==> src/pc_stack_pkg.sv <==
// constants for program counter, return stack and indirect addressing
package pc_stack_pkg;
	localparam int PC_W        = 13;
	localparam int LOW_W       = 8;
	localparam int HIGH_W      = 5;
	localparam int JUMP_W      = 11;
	localparam int PAGE_W      = 2;
	localparam int STACK_DEPTH = 8;
	localparam int DADDR_W     = 9;
	localparam logic [PC_W-1:0]  PC_RESET      = 13'h0000;
	localparam logic [HIGH_W-1:0] LATCH_RESET  = 5'h00;
	localparam logic [LOW_W-1:0] PTR_RESET     = 8'h00;
	localparam logic [LOW_W-1:0] INDIRECT_ADDR = 8'h00;
	localparam logic [LOW_W-1:0] PC_LOW_ADDR   = 8'h02;
	localparam logic [LOW_W-1:0] FILE_PTR_ADDR = 8'h04;
	localparam logic [LOW_W-1:0] LATCH_ADDR    = 8'h0a;
	localparam logic [LOW_W-1:0] ZERO_BYTE     = 8'h00;
	localparam logic [LOW_W-1:0] ADDR_LOW_MASK = 8'h7f;
	localparam logic [PC_W-1:0]  PC_STEP       = 13'h0001;

	typedef enum logic [2:0] {
		PC_NEXT   = 3'b000,
		PC_HOLD   = 3'b001,
		PC_JUMP   = 3'b010,
		PC_RETURN = 3'b011,
		PC_VECTOR = 3'b100,
		PC_WRLOW  = 3'b101
	} pc_op_t;
endpackage

==> src/return_stack_mem.sv <==
// eight-entry return address memory with registered read data
`timescale 1ns/1ps
module return_stack_mem
	import pc_stack_pkg::*;
#(
	parameter int DEPTH = STACK_DEPTH,
	parameter int WIDTH = PC_W,
	parameter int AW    = $clog2(DEPTH)
) (
	input  wire logic             sys_clk,
	input  wire logic             arst_n,
	input  wire logic             wr_en,
	input  wire logic [AW-1:0]    wr_addr,
	input  wire logic [WIDTH-1:0] wr_data,
	input  wire logic [AW-1:0]    rd_addr,
	output logic      [WIDTH-1:0] rd_data
);
	logic [WIDTH-1:0] store [DEPTH];

	always_ff @(posedge sys_clk) begin
		if (wr_en) begin
			store[wr_addr] <= wr_data;
		end
	end

	always_ff @(posedge sys_clk or negedge arst_n) begin
		if (!arst_n) begin
			rd_data <= '0;
		end else begin
			rd_data <= store[rd_addr];
		end
	end
endmodule

==> src/indirect_addr_unit.sv <==
// indirect access address redirection and self-reference guard
`timescale 1ns/1ps
module indirect_addr_unit
	import pc_stack_pkg::*;
(
	input  wire logic [LOW_W-1:0]   operand_addr,
	input  wire logic [LOW_W-1:0]   file_ptr,
	input  wire logic               indirect_bank_bit,
	output logic      [DADDR_W-1:0] eff_addr,
	output logic                    is_indirect,
	output logic                    self_ref
);
	logic bank_used;

	// bank bit unused in this variant
	assign bank_used   = 1'b0 & indirect_bank_bit;
	// both bank images of the port address redirect
	assign is_indirect = ((operand_addr & ADDR_LOW_MASK)
	                      == INDIRECT_ADDR);
	assign self_ref    = is_indirect && (file_ptr == INDIRECT_ADDR);
	// bank bit sits above the pointer byte
	assign eff_addr    = is_indirect ? {bank_used, file_ptr}
	                                 : {1'b0, operand_addr};
endmodule

==> src/pc_stack_indirect_addr.sv <==
// program counter, return stack and indirect file access
`timescale 1ns/1ps

// Behaviour
// - thirteen bit counter, low byte read/write
// - upper bits loaded from holding latch and jump target, return stack or vector only
// - every reset clears program counter
// - low byte write loads latch bits 4:0
// - call or jump takes latch bits 4:3
// - eight entry thirteen bit return stack
// - stack pointer hidden from software
// - push on call and interrupt vector
// - pop on return, literal and interrupt exit
// - push and pop leave latch alone
// - stack wraps, overwriting oldest entry
// - no overflow or underflow indication
// - indirect port redirects through file pointer
// - self-referencing indirect read gives zero
// - self-referencing indirect write discarded
// - nine bit address: bank over pointer
// - bank bit unused, pointer only
module pc_stack_indirect_addr
	import pc_stack_pkg::*;
#(
	parameter logic [PC_W-1:0] VECTOR_ADDR = 13'h0004,
	parameter int              DEPTH       = STACK_DEPTH
) (
	input  wire logic               sys_clk,
	input  wire logic               arst_n,
	input  wire logic               soft_reset,
	input  wire logic               advance,
	input  wire logic               do_call,
	input  wire logic               do_jump,
	input  wire logic               do_return,
	input  wire logic               do_exit_literal,
	input  wire logic               do_interrupt_exit,
	input  wire logic               do_vector,
	input  wire logic [JUMP_W-1:0]  target_addr,
	input  wire logic               file_wr,
	input  wire logic               file_rd,
	input  wire logic [LOW_W-1:0]   operand_addr,
	input  wire logic [LOW_W-1:0]   file_wr_data,
	input  wire logic [LOW_W-1:0]   ram_rd_data,
	input  wire logic               indirect_bank_bit,
	output logic      [PC_W-1:0]    pc,
	output logic      [LOW_W-1:0]   file_rd_data,
	output logic                    ram_wr,
	output logic                    ram_rd,
	output logic      [DADDR_W-1:0] ram_addr,
	output logic      [LOW_W-1:0]   ram_wr_data,
	output logic                    pop_valid
);
	localparam int AW = $clog2(DEPTH);
	localparam logic [AW-1:0] PTR_ONE = AW'(1);

	// ==========================================================
	// state
	logic [HIGH_W-1:0]  pc_high_holding_latch;
	logic [LOW_W-1:0]   file_pointer_reg;
	logic [AW-1:0]      stack_ptr;
	logic [PC_W-1:0]    stack_top;
	logic [LOW_W-1:0]   rd_hold_data;
	logic               rd_hold_zero;
	logic               rd_hold_ram;

	// ==========================================================
	// decode
	logic [DADDR_W-1:0] eff_addr;
	logic               is_indirect;
	logic               self_ref;
	logic [LOW_W-1:0]   target_reg;
	logic               any_pop;
	logic               any_push;
	logic               write_low;
	logic               write_latch;
	logic               write_ptr;
	logic               push_ret;
	pc_op_t             pc_op;
	logic [PC_W-1:0]    next_pc;
	logic [PC_W-1:0]    push_value;
	logic [AW-1:0]      next_stack_ptr;
	logic [AW-1:0]      rd_index;
	logic [LOW_W-1:0]   reg_rd_value;
	logic [LOW_W-1:0]   next_file_rd_data;

	function automatic logic hits(input logic [LOW_W-1:0] a,
	                              input logic [LOW_W-1:0] r);
		hits = ((a & ADDR_LOW_MASK) == r);
	endfunction

	indirect_addr_unit u_ind (
		.operand_addr      (operand_addr),
		.file_ptr          (file_pointer_reg),
		.indirect_bank_bit (indirect_bank_bit),
		.eff_addr          (eff_addr),
		.is_indirect       (is_indirect),
		.self_ref          (self_ref)
	);

	// core registers addressed either directly or through pointer
	assign target_reg  = eff_addr[LOW_W-1:0];
	assign write_low   = file_wr && !self_ref && hits(target_reg, PC_LOW_ADDR);
	assign write_latch = file_wr && !self_ref && hits(target_reg, LATCH_ADDR);
	assign write_ptr   = file_wr && !self_ref
	                     && hits(target_reg, FILE_PTR_ADDR);

	assign any_pop  = do_return || do_exit_literal || do_interrupt_exit;
	assign any_push = do_call || do_vector;

	// priority: vector, call, jump, return, low write, advance
	assign pc_op = do_vector ? PC_VECTOR :
	               (do_call || do_jump) ? PC_JUMP :
	               any_pop ? PC_RETURN :
	               write_low ? PC_WRLOW :
	               advance ? PC_NEXT : PC_HOLD;

	// call pushes the following instruction, also when vector wins; vector without call pushes pc itself
	assign push_ret   = do_call;
	assign push_value = push_ret ? pc + PC_STEP : pc;

	// ==========================================================
	// program counter next value
	always_comb begin
		unique case (pc_op)
			PC_NEXT:   next_pc = pc + PC_STEP;
			PC_HOLD:   next_pc = pc;
			PC_JUMP:   next_pc = {pc_high_holding_latch[HIGH_W-1:HIGH_W-PAGE_W],
			                      target_addr};
			PC_RETURN: next_pc = stack_top;
			PC_VECTOR: next_pc = VECTOR_ADDR;
			PC_WRLOW:  next_pc = {pc_high_holding_latch, file_wr_data};
			default:   next_pc = pc;
		endcase
	end

	// upper bits never written from data path directly
	always_ff @(posedge sys_clk or negedge arst_n) begin
		if (!arst_n) begin
			pc <= PC_RESET;
		end else if (soft_reset) begin
			pc <= PC_RESET;
		end else begin
			pc <= next_pc;
		end
	end

	// ==========================================================
	// holding latch and file pointer
	always_ff @(posedge sys_clk or negedge arst_n) begin
		if (!arst_n) begin
			pc_high_holding_latch <= LATCH_RESET;
		end else if (write_latch) begin
			// stack traffic never touches the latch
			pc_high_holding_latch <= file_wr_data[HIGH_W-1:0];
		end
	end

	always_ff @(posedge sys_clk or negedge arst_n) begin
		if (!arst_n) begin
			file_pointer_reg <= PTR_RESET;
		end else if (write_ptr) begin
			file_pointer_reg <= file_wr_data;
		end
	end

	// ==========================================================
	// return stack: pointer is internal only, wraps silently
	// stack_ptr addresses the next free slot
	assign next_stack_ptr = any_push ? stack_ptr + PTR_ONE :
	                        any_pop  ? stack_ptr - PTR_ONE : stack_ptr;
	// memory keeps the top entry in its read register
	assign rd_index = next_stack_ptr - PTR_ONE;

	always_ff @(posedge sys_clk or negedge arst_n) begin
		if (!arst_n) begin
			stack_ptr <= '0;
		end else if (soft_reset) begin
			stack_ptr <= '0;
		end else begin
			stack_ptr <= next_stack_ptr;
		end
	end

	logic [PC_W-1:0] mem_rd;
	logic [PC_W-1:0] last_push;
	logic            bypass;

	return_stack_mem #(
		.DEPTH (DEPTH),
		.WIDTH (PC_W),
		.AW    (AW)
	) u_stack (
		.sys_clk (sys_clk),
		.arst_n  (arst_n),
		.wr_en   (any_push),
		.wr_addr (stack_ptr),
		.wr_data (push_value),
		.rd_addr (rd_index),
		.rd_data (mem_rd)
	);

	// a push makes the pushed value the new top at once
	always_ff @(posedge sys_clk or negedge arst_n) begin
		if (!arst_n) begin
			last_push <= PC_RESET;
			bypass    <= 1'b0;
		end else begin
			last_push <= push_value;
			bypass    <= any_push;
		end
	end
	assign stack_top = bypass ? last_push : mem_rd;

	always_ff @(posedge sys_clk or negedge arst_n) begin
		if (!arst_n) begin
			pop_valid   <= 1'b0;
		end else begin
			pop_valid   <= any_pop && !do_vector && !do_call;
		end
	end

	// ==========================================================
	// data memory access through redirect
	assign reg_rd_value = hits(target_reg, PC_LOW_ADDR) ? pc[LOW_W-1:0] :
	                      hits(target_reg, FILE_PTR_ADDR) ? file_pointer_reg :
	                      hits(target_reg, LATCH_ADDR)
	                        ? {{(LOW_W-HIGH_W){1'b0}}, pc_high_holding_latch}
	                        : ZERO_BYTE;

	always_ff @(posedge sys_clk or negedge arst_n) begin
		if (!arst_n) begin
			ram_wr      <= 1'b0;
			ram_rd      <= 1'b0;
			ram_addr    <= '0;
			ram_wr_data <= ZERO_BYTE;
		end else begin
			ram_wr      <= file_wr && !self_ref;
			ram_rd      <= file_rd && !self_ref;
			ram_addr    <= eff_addr;
			ram_wr_data <= file_wr_data;
		end
	end

	// read answer: zero for self reference, else core reg or ram
	always_ff @(posedge sys_clk or negedge arst_n) begin
		if (!arst_n) begin
			rd_hold_data <= ZERO_BYTE;
			rd_hold_zero <= 1'b0;
			rd_hold_ram  <= 1'b0;
		end else begin
			rd_hold_data <= reg_rd_value;
			rd_hold_zero <= file_rd && self_ref;
			rd_hold_ram  <= file_rd && !self_ref
			                && !hits(target_reg, PC_LOW_ADDR)
			                && !hits(target_reg, FILE_PTR_ADDR)
			                && !hits(target_reg, LATCH_ADDR);
		end
	end

	assign next_file_rd_data = rd_hold_zero ? ZERO_BYTE :
	                           rd_hold_ram  ? ram_rd_data : rd_hold_data;

	always_ff @(posedge sys_clk or negedge arst_n) begin
		if (!arst_n) begin
			file_rd_data <= ZERO_BYTE;
		end else begin
			file_rd_data <= next_file_rd_data;
		end
	end
endmodule

==> config.mk <==
export PLATFORM = sky130hd
export DESIGN_NAME = pc_stack_indirect_addr
export DESIGN_NICKNAME = d
export VERILOG_FILES = /design/src/pc_stack_pkg.sv /design/src/return_stack_mem.sv /design/src/indirect_addr_unit.sv /design/src/pc_stack_indirect_addr.sv
export SDC_FILE = /design/constraint.sdc
export NUM_CORES = 1
export LEC_CHECK = 0
export BUFFER_PORTS_ARGS = -buffer_cell sky130_fd_sc_hd__buf_4
export CAP_MARGIN = 20
export CORE_MARGIN = 3
export CORE_UTILIZATION = 60
export CTS_CLUSTER_DIAMETER = 60
export DETAILED_ROUTE_END_ITERATION = 8
export GPL_ROUTABILITY_DRIVEN = 1
export PLACE_DENSITY = 0.8
export SYNTH_ARGS = -nofsm -noshare
export SYNTH_HDL_FRONTEND = slang
export SYNTH_SLANG_ARGS = --single-unit
==> constraint.sdc <==
create_clock -name sys_clk -period 3.39 [get_ports sys_clk]
set_input_delay 0.678 -clock sys_clk [delete_from_list [all_inputs] [get_ports sys_clk]]
set_output_delay 0.678 -clock sys_clk [all_outputs]
set_load 0.02 [all_outputs]
* Yosys cells after proc, flatten, opt, wreduce, memory -nomap -nowiden
Memory sizes are Yosys's and may differ from the RTL's. A register that Yosys moved wholly into a read port is not among the register bits. Index checks and enable logic that the tools add are counted.
Word-level totals: bits in registers 81, memory bits (writable) 104, bits of input ports 48, memories 1
Cells by class: $add $sub $neg 4, equal/unequal tests 7, muxes and demuxes 20, reduce and logical (&&, ||, !) cells 27
Memory list:
- u_stack.store | words 8, bits a word 13, rd ports 1, clocked after memory_dff 1, wr ports 1, line return_stack_mem.sv:18 | logic [WIDTH-1:0] store [DEPTH];
Operators with widths (count):
- $pmux W13 S5 | 1
- $mux W8 | 5
- $mux W13 | 3
- $mux W3 | 7
- $logic_not A8 Y1 | 2
- $add A13 B1 Y13 const B | 1
- $logic_and A1 B1 Y1 | 12
- $eq A7 B2 Y1 const B | 1
- $eq A7 B3 Y1 const B | 1
- $eq A7 B4 Y1 const B | 1
- $logic_not A1 Y1 | 7
- $eq A3 B2 Y1 const B | 2
- $eq A3 B3 Y1 const B | 2
- $reduce_bool A6 Y1 | 1
- $sub A3 B1 Y3 const B | 2
- $mux W5 | 1
- $logic_or A1 B1 Y1 | 4
- $add A3 B1 Y3 const B | 1
- $logic_not A3 Y1 | 1
- $mux W1 | 3

* Logic depth before layout (Yosys ltp)
depth after elaboration 12, gate-level depth with buffers 14, mapped depth without buffers 9

* By module
A second synthesis with hierarchy kept.
Second synthesis, totals: cells, all modules 532, area total of the unflattened synthesis 8301.7 um^2
By module, submodules not included:
- return_stack_mem | times used 1, cells an instance 176, area an instance 4380.5 um^2, seq. area each 3448.3 um^2
- pc_stack_indirect_addr | times used 1, cells an instance 341, area an instance 3781.1 um^2, seq. area each 2026.9 um^2
- indirect_addr_unit | times used 1, cells an instance 15, area an instance 140.1 um^2, seq. area each 0.0 um^2

* Worst setup path before layout
No wires, ideal clock.
path type input to register, start in do_exit_literal, end reg u_stack.rd_data[10] (read register of u_stack.store), setup time 0.101 ns, data arrival time 2.896 ns, required time 3.289 ns, path slack 0.393 ns, stages on the path 12, cell sequence nor3_1 -> nand3_1 -> nand2_1 -> ha_1 -> buf_2 -> clkbuf_1 -> clkbuf_1 -> clkbuf_1 -> nand2_1 -> a211oi_1 -> nor3_1 -> nor4_1
On the way: word-level cells in the longest chain between the ends 5
Ends and longest elaborated chain:
- start: declaration | line pc_stack_indirect_addr.sv:35 | input wire logic do_exit_literal,
- $logic_or A1 B1 Y1 (2 in series) | line pc_stack_indirect_addr.sv:107 | assign any_pop = do_return || do_exit_literal || do_interrupt_exit;
- $mux W3 | line pc_stack_indirect_addr.sv:170 | any_pop ? stack_ptr - PTR_ONE : stack_ptr;
- $mux W3 | line pc_stack_indirect_addr.sv:169 | assign next_stack_ptr = any_push ? stack_ptr + PTR_ONE :
- $sub A3 B1 Y3 | line pc_stack_indirect_addr.sv:172 | assign rd_index = next_stack_ptr - PTR_ONE;
- end: declaration | line return_stack_mem.sv:16 | output logic [WIDTH-1:0] rd_data
Every way passes these cells. A chain may end at the register's enable or synchronous reset.

* Worst setup path in the final report
start reg stack_ptr[1], end reg u_stack.rd_data[6] (read register of u_stack.store)
On the way: word-level cells in the longest chain between the ends 4
Ends and longest elaborated chain:
- start: declaration | line pc_stack_indirect_addr.sv:60 | logic [AW-1:0] stack_ptr;
- start signal: assignment | line pc_stack_indirect_addr.sv:180 | stack_ptr <= next_stack_ptr;
- $sub A3 B1 Y3 | line pc_stack_indirect_addr.sv:170
- $mux W3 | line pc_stack_indirect_addr.sv:170
- $mux W3 * | line pc_stack_indirect_addr.sv:169
- $sub A3 B1 Y3 * | line pc_stack_indirect_addr.sv:172
Mark *: on every way between the ends. The rest lies on a longest branch, timed or not.

==> qor.txt <==
Vias - 7563
CTS Buf Count - 17
Max-cap violations - 0
DRT antenna net count - 0
Detail Placement HPWL - 16550 microns
Final Max Tran Viols - 0
Met3 wire length - 2060 microns
Skew final - 0.007240 ns
PwrDens - 520.2 nW/um^2
Count leader, synth - nand2_1
Die area - 18000 sq um
Clock root buffer - clkbuf_16
Final setup vio count - 0
CP max stage cell - dfrtp_1
Core Area - 16000 sq um
Post-synthesis cell type count - 65
DR WL/cell - 20.20 microns
Vias in the first global route - 7084
Hold Vio Cnt, Final - 0
Yosys top cell area share - 31.69%
Layout cells sized above 1 - 19.18%
Relative slew slack - 40.74%
Flop2flop setup slack - 0.28 ns
CTS Hold Bufs - 0
CTS tree - built
Synthesized flop and latch total - 197
Mapped Avg Cell Area - 10.76 sq um
N_diodes - 0
Synth Warn # - 0
Slowest Stage Delay on Critical Path - 0.58 ns
Max Fanout on Critical Path - 23
Top cells by count, synth - nand2_1 (118), nand2b_1 (105), edfxtp_1 (104)
Synth Net Count - 968
Layout Nets - 1040
Worst vdd ir - 0.3821 mV
Max layer used - met4
Worst-path clk slew - 0.07 ns
First-pass GRT wire length - 38310 microns
Run status - finished clean
Fill count - 1102
Final min period - 3.111 ns
Synth top area cells - edfxtp_1 (32%), dfrtp_1 (24%), nand2b_1 (6.7%), nand2_1 (4.5%), a211oi_1 (4.3%)
Final GP Congestion - 0.9273
Sink Count - 197
Final Cycle Share - 91.77%
Number of vias per cell - 6.214
Drt initial violations - 810
I/O Buffers - 86
Final wirelength - 24580 microns
Final WS setup - 0.2789 ns
Setup CP Type - reg2reg
Mapped Cells - 916
CTS max path bufs - 2
Dpl ws - 0.1904 ns
Die height - 134.2 microns
Startpoint types - register
Leakage - 4.638 nW
GRT Util Overall - 27.64%
Main synth FF type - edfxtp_1
Worst-margin pin slew - 0.8825 ns
Initial antenna violation count - 0
Metal1 wirelength - 9621 microns
Post-synth EDFFs - 104
RSZ-0062 raised after global routing - false
Num ports - 89
Critical Path Sink Type - register
Initial Util - 61.60%
Synth async-reset ratio - 47.21%
Worst-path cell chain - inv_1 > ha_1 > o31ai_1 > a21oi_1 > ha_4 > buf_8 > nand2b_1 > a211oi_1 > nor3_1 > nor4_1
Clk_lat worst skew - 0.43 ns
# DRC - 0
Pin count of the biggest net entering global routing - 62
Gr ovfl total - 0
Drt pass-1 iters - 5
CTS H-Tree Depth - 4
Hold Crit Class - in2async
# rows - 46
Max Clk Rate - 321.4 MHz
Synthesized area - 9856 sq um
Required time of the critical path - 3.67 ns
Worst Path Arrival - 3.39 ns
Seq/Total Area, Yosys - 55.30%
Most flops, register - u_stack.store
Area taken by multi-input logic gates - 4134 sq um
Die width - 134.2 microns
WL met2 - 12430 microns
Syn-to-layout area delta - 16.53%
Cell taking the most area after synthesis - edfxtp_1
TNS Setup - 0 ns
Number of flip-flops in the largest register - 104
Storage cell area - 5450 sq um
## metal layers
layer  global-route usage, %  vias to the layer above
li1                        -                     3489
met1                   36.45                     3639
met2                   47.63                      391
met3                   4.614                       44
met4                   7.975                        0
met5                       0                        -
## layout by cell type, fill, tap and decap left out, types with 2 or more instances in the layout
master and instances:
buf_4 119, nand2_1 118, nand2b_1 105, edfxtp_1 104, dfrtp_1 93, nor3_1 66
a211oi_1 56, a22oi_1 52, nor2_1 43, mux2i_1 21, clkbuf_16 20, a21oi_1 17
inv_1 15, nor4_1 14, xor2_1 11, xnor2_1 10, mux2_2 8, mux2_4 8
nand3_1 7, nand4_1 7, a21o_1 6, o21ai_0 6, a222oi_1 5, or3_1 5
o32ai_1 5, nor4_2 4, a22o_1 4, and2_1 4, o211ai_1 4, nor2b_1 3
a31oi_1 3, nor3_4 3, ha_1 3, inv_6 3, clkinv_2 3, buf_12 3
and3_1 2, o31ai_1 2, o21a_1 2, nand3_2 2
## logic make-up after synthesis
logic type	share of synthesized area, %
xor+xnor	1.866
fa+ha+maj	0.5078
simple gates	20.52
buf+inv	3.720
mux	4.266
other cells	0.03805
flops	55.30
compound gates	13.79
## layout make-up
class	instances	area share, %
inverters	14	0.4576
flip-flops and latches	197	47.46
clock inverters	12	0.9478
well taps	216	2.353
repair buffers	123	8.432
clock buffers	20	4.358
multi-input cells	635	36.00
## what timing repair did
| action | CTS | global route |
|---|---|---|
| buffers inserted | 0 | 1 |
| resized for setup | 0 | 0 |
| endpoints found under the setup margin | 0 | 1 |
## worst max-delay path: cells and delay by family, from the launching register on
kind | cells | cell delay [ns]
AO/OA/AOI/OAI | 3 | 0.65
adder cells (fa/ha/maj) | 2 | 0.62
buffers and inverters | 2 | 0.37
flip-flops | 1 | 0.58
AND/OR/NAND/NOR | 3 | 0.71
## per-stage QoR
step           std cells  util [%]  hold slack [ns]  power (mW)  area [sq um]
6_report            1217     71.78           0.2611       5.974         11480
5_1_grt             1217     71.78           0.3019       6.204         11480
4_1_cts             1216     71.68           0.2789       5.961         11470
3_5_place_dp        1184     67.88           0.4824       3.945         10860
3_3_place_gp        1184     67.88           0.4671       3.913         10860
2_1_floorplan        916         -           0.3824       3.542          9856
## path summary, 6_finish.rpt
path                                            from                         endpoint  depth (start not counted)
max in group asynchronous                     arst_n        rd_hold_data[0]$_DFF_PN0_                          2
max reg2reg                   stack_ptr[1]$_DFF_PN0_     u_stack.rd_data[6]$_DFF_PN0_                         10
max                           stack_ptr[1]$_DFF_PN0_     u_stack.rd_data[6]$_DFF_PN0_                         10
min in group sys_clk                 file_wr_data[6]         ram_wr_data[6]$_DFF_PN0_                          1
min reg2reg                rd_hold_data[1]$_DFF_PN0_        file_rd_data[1]$_DFF_PN0_                          2
min                                           arst_n  file_pointer_reg[4]$_DFFE_PN0P_                          1
## power breakdown
| group | leakage, nW | internal [mW] | switching, mW | total [mW] |
|---|---|---|---|---|
| clock network | 0.306 | 1.15 | 0.894 | 2.05 |
| logic | 2.18 | 0.449 | 0.649 | 1.10 |
| registers | 2.15 | 2.71 | 0.118 | 2.83 |
Power figures use the tool's default switching activity.
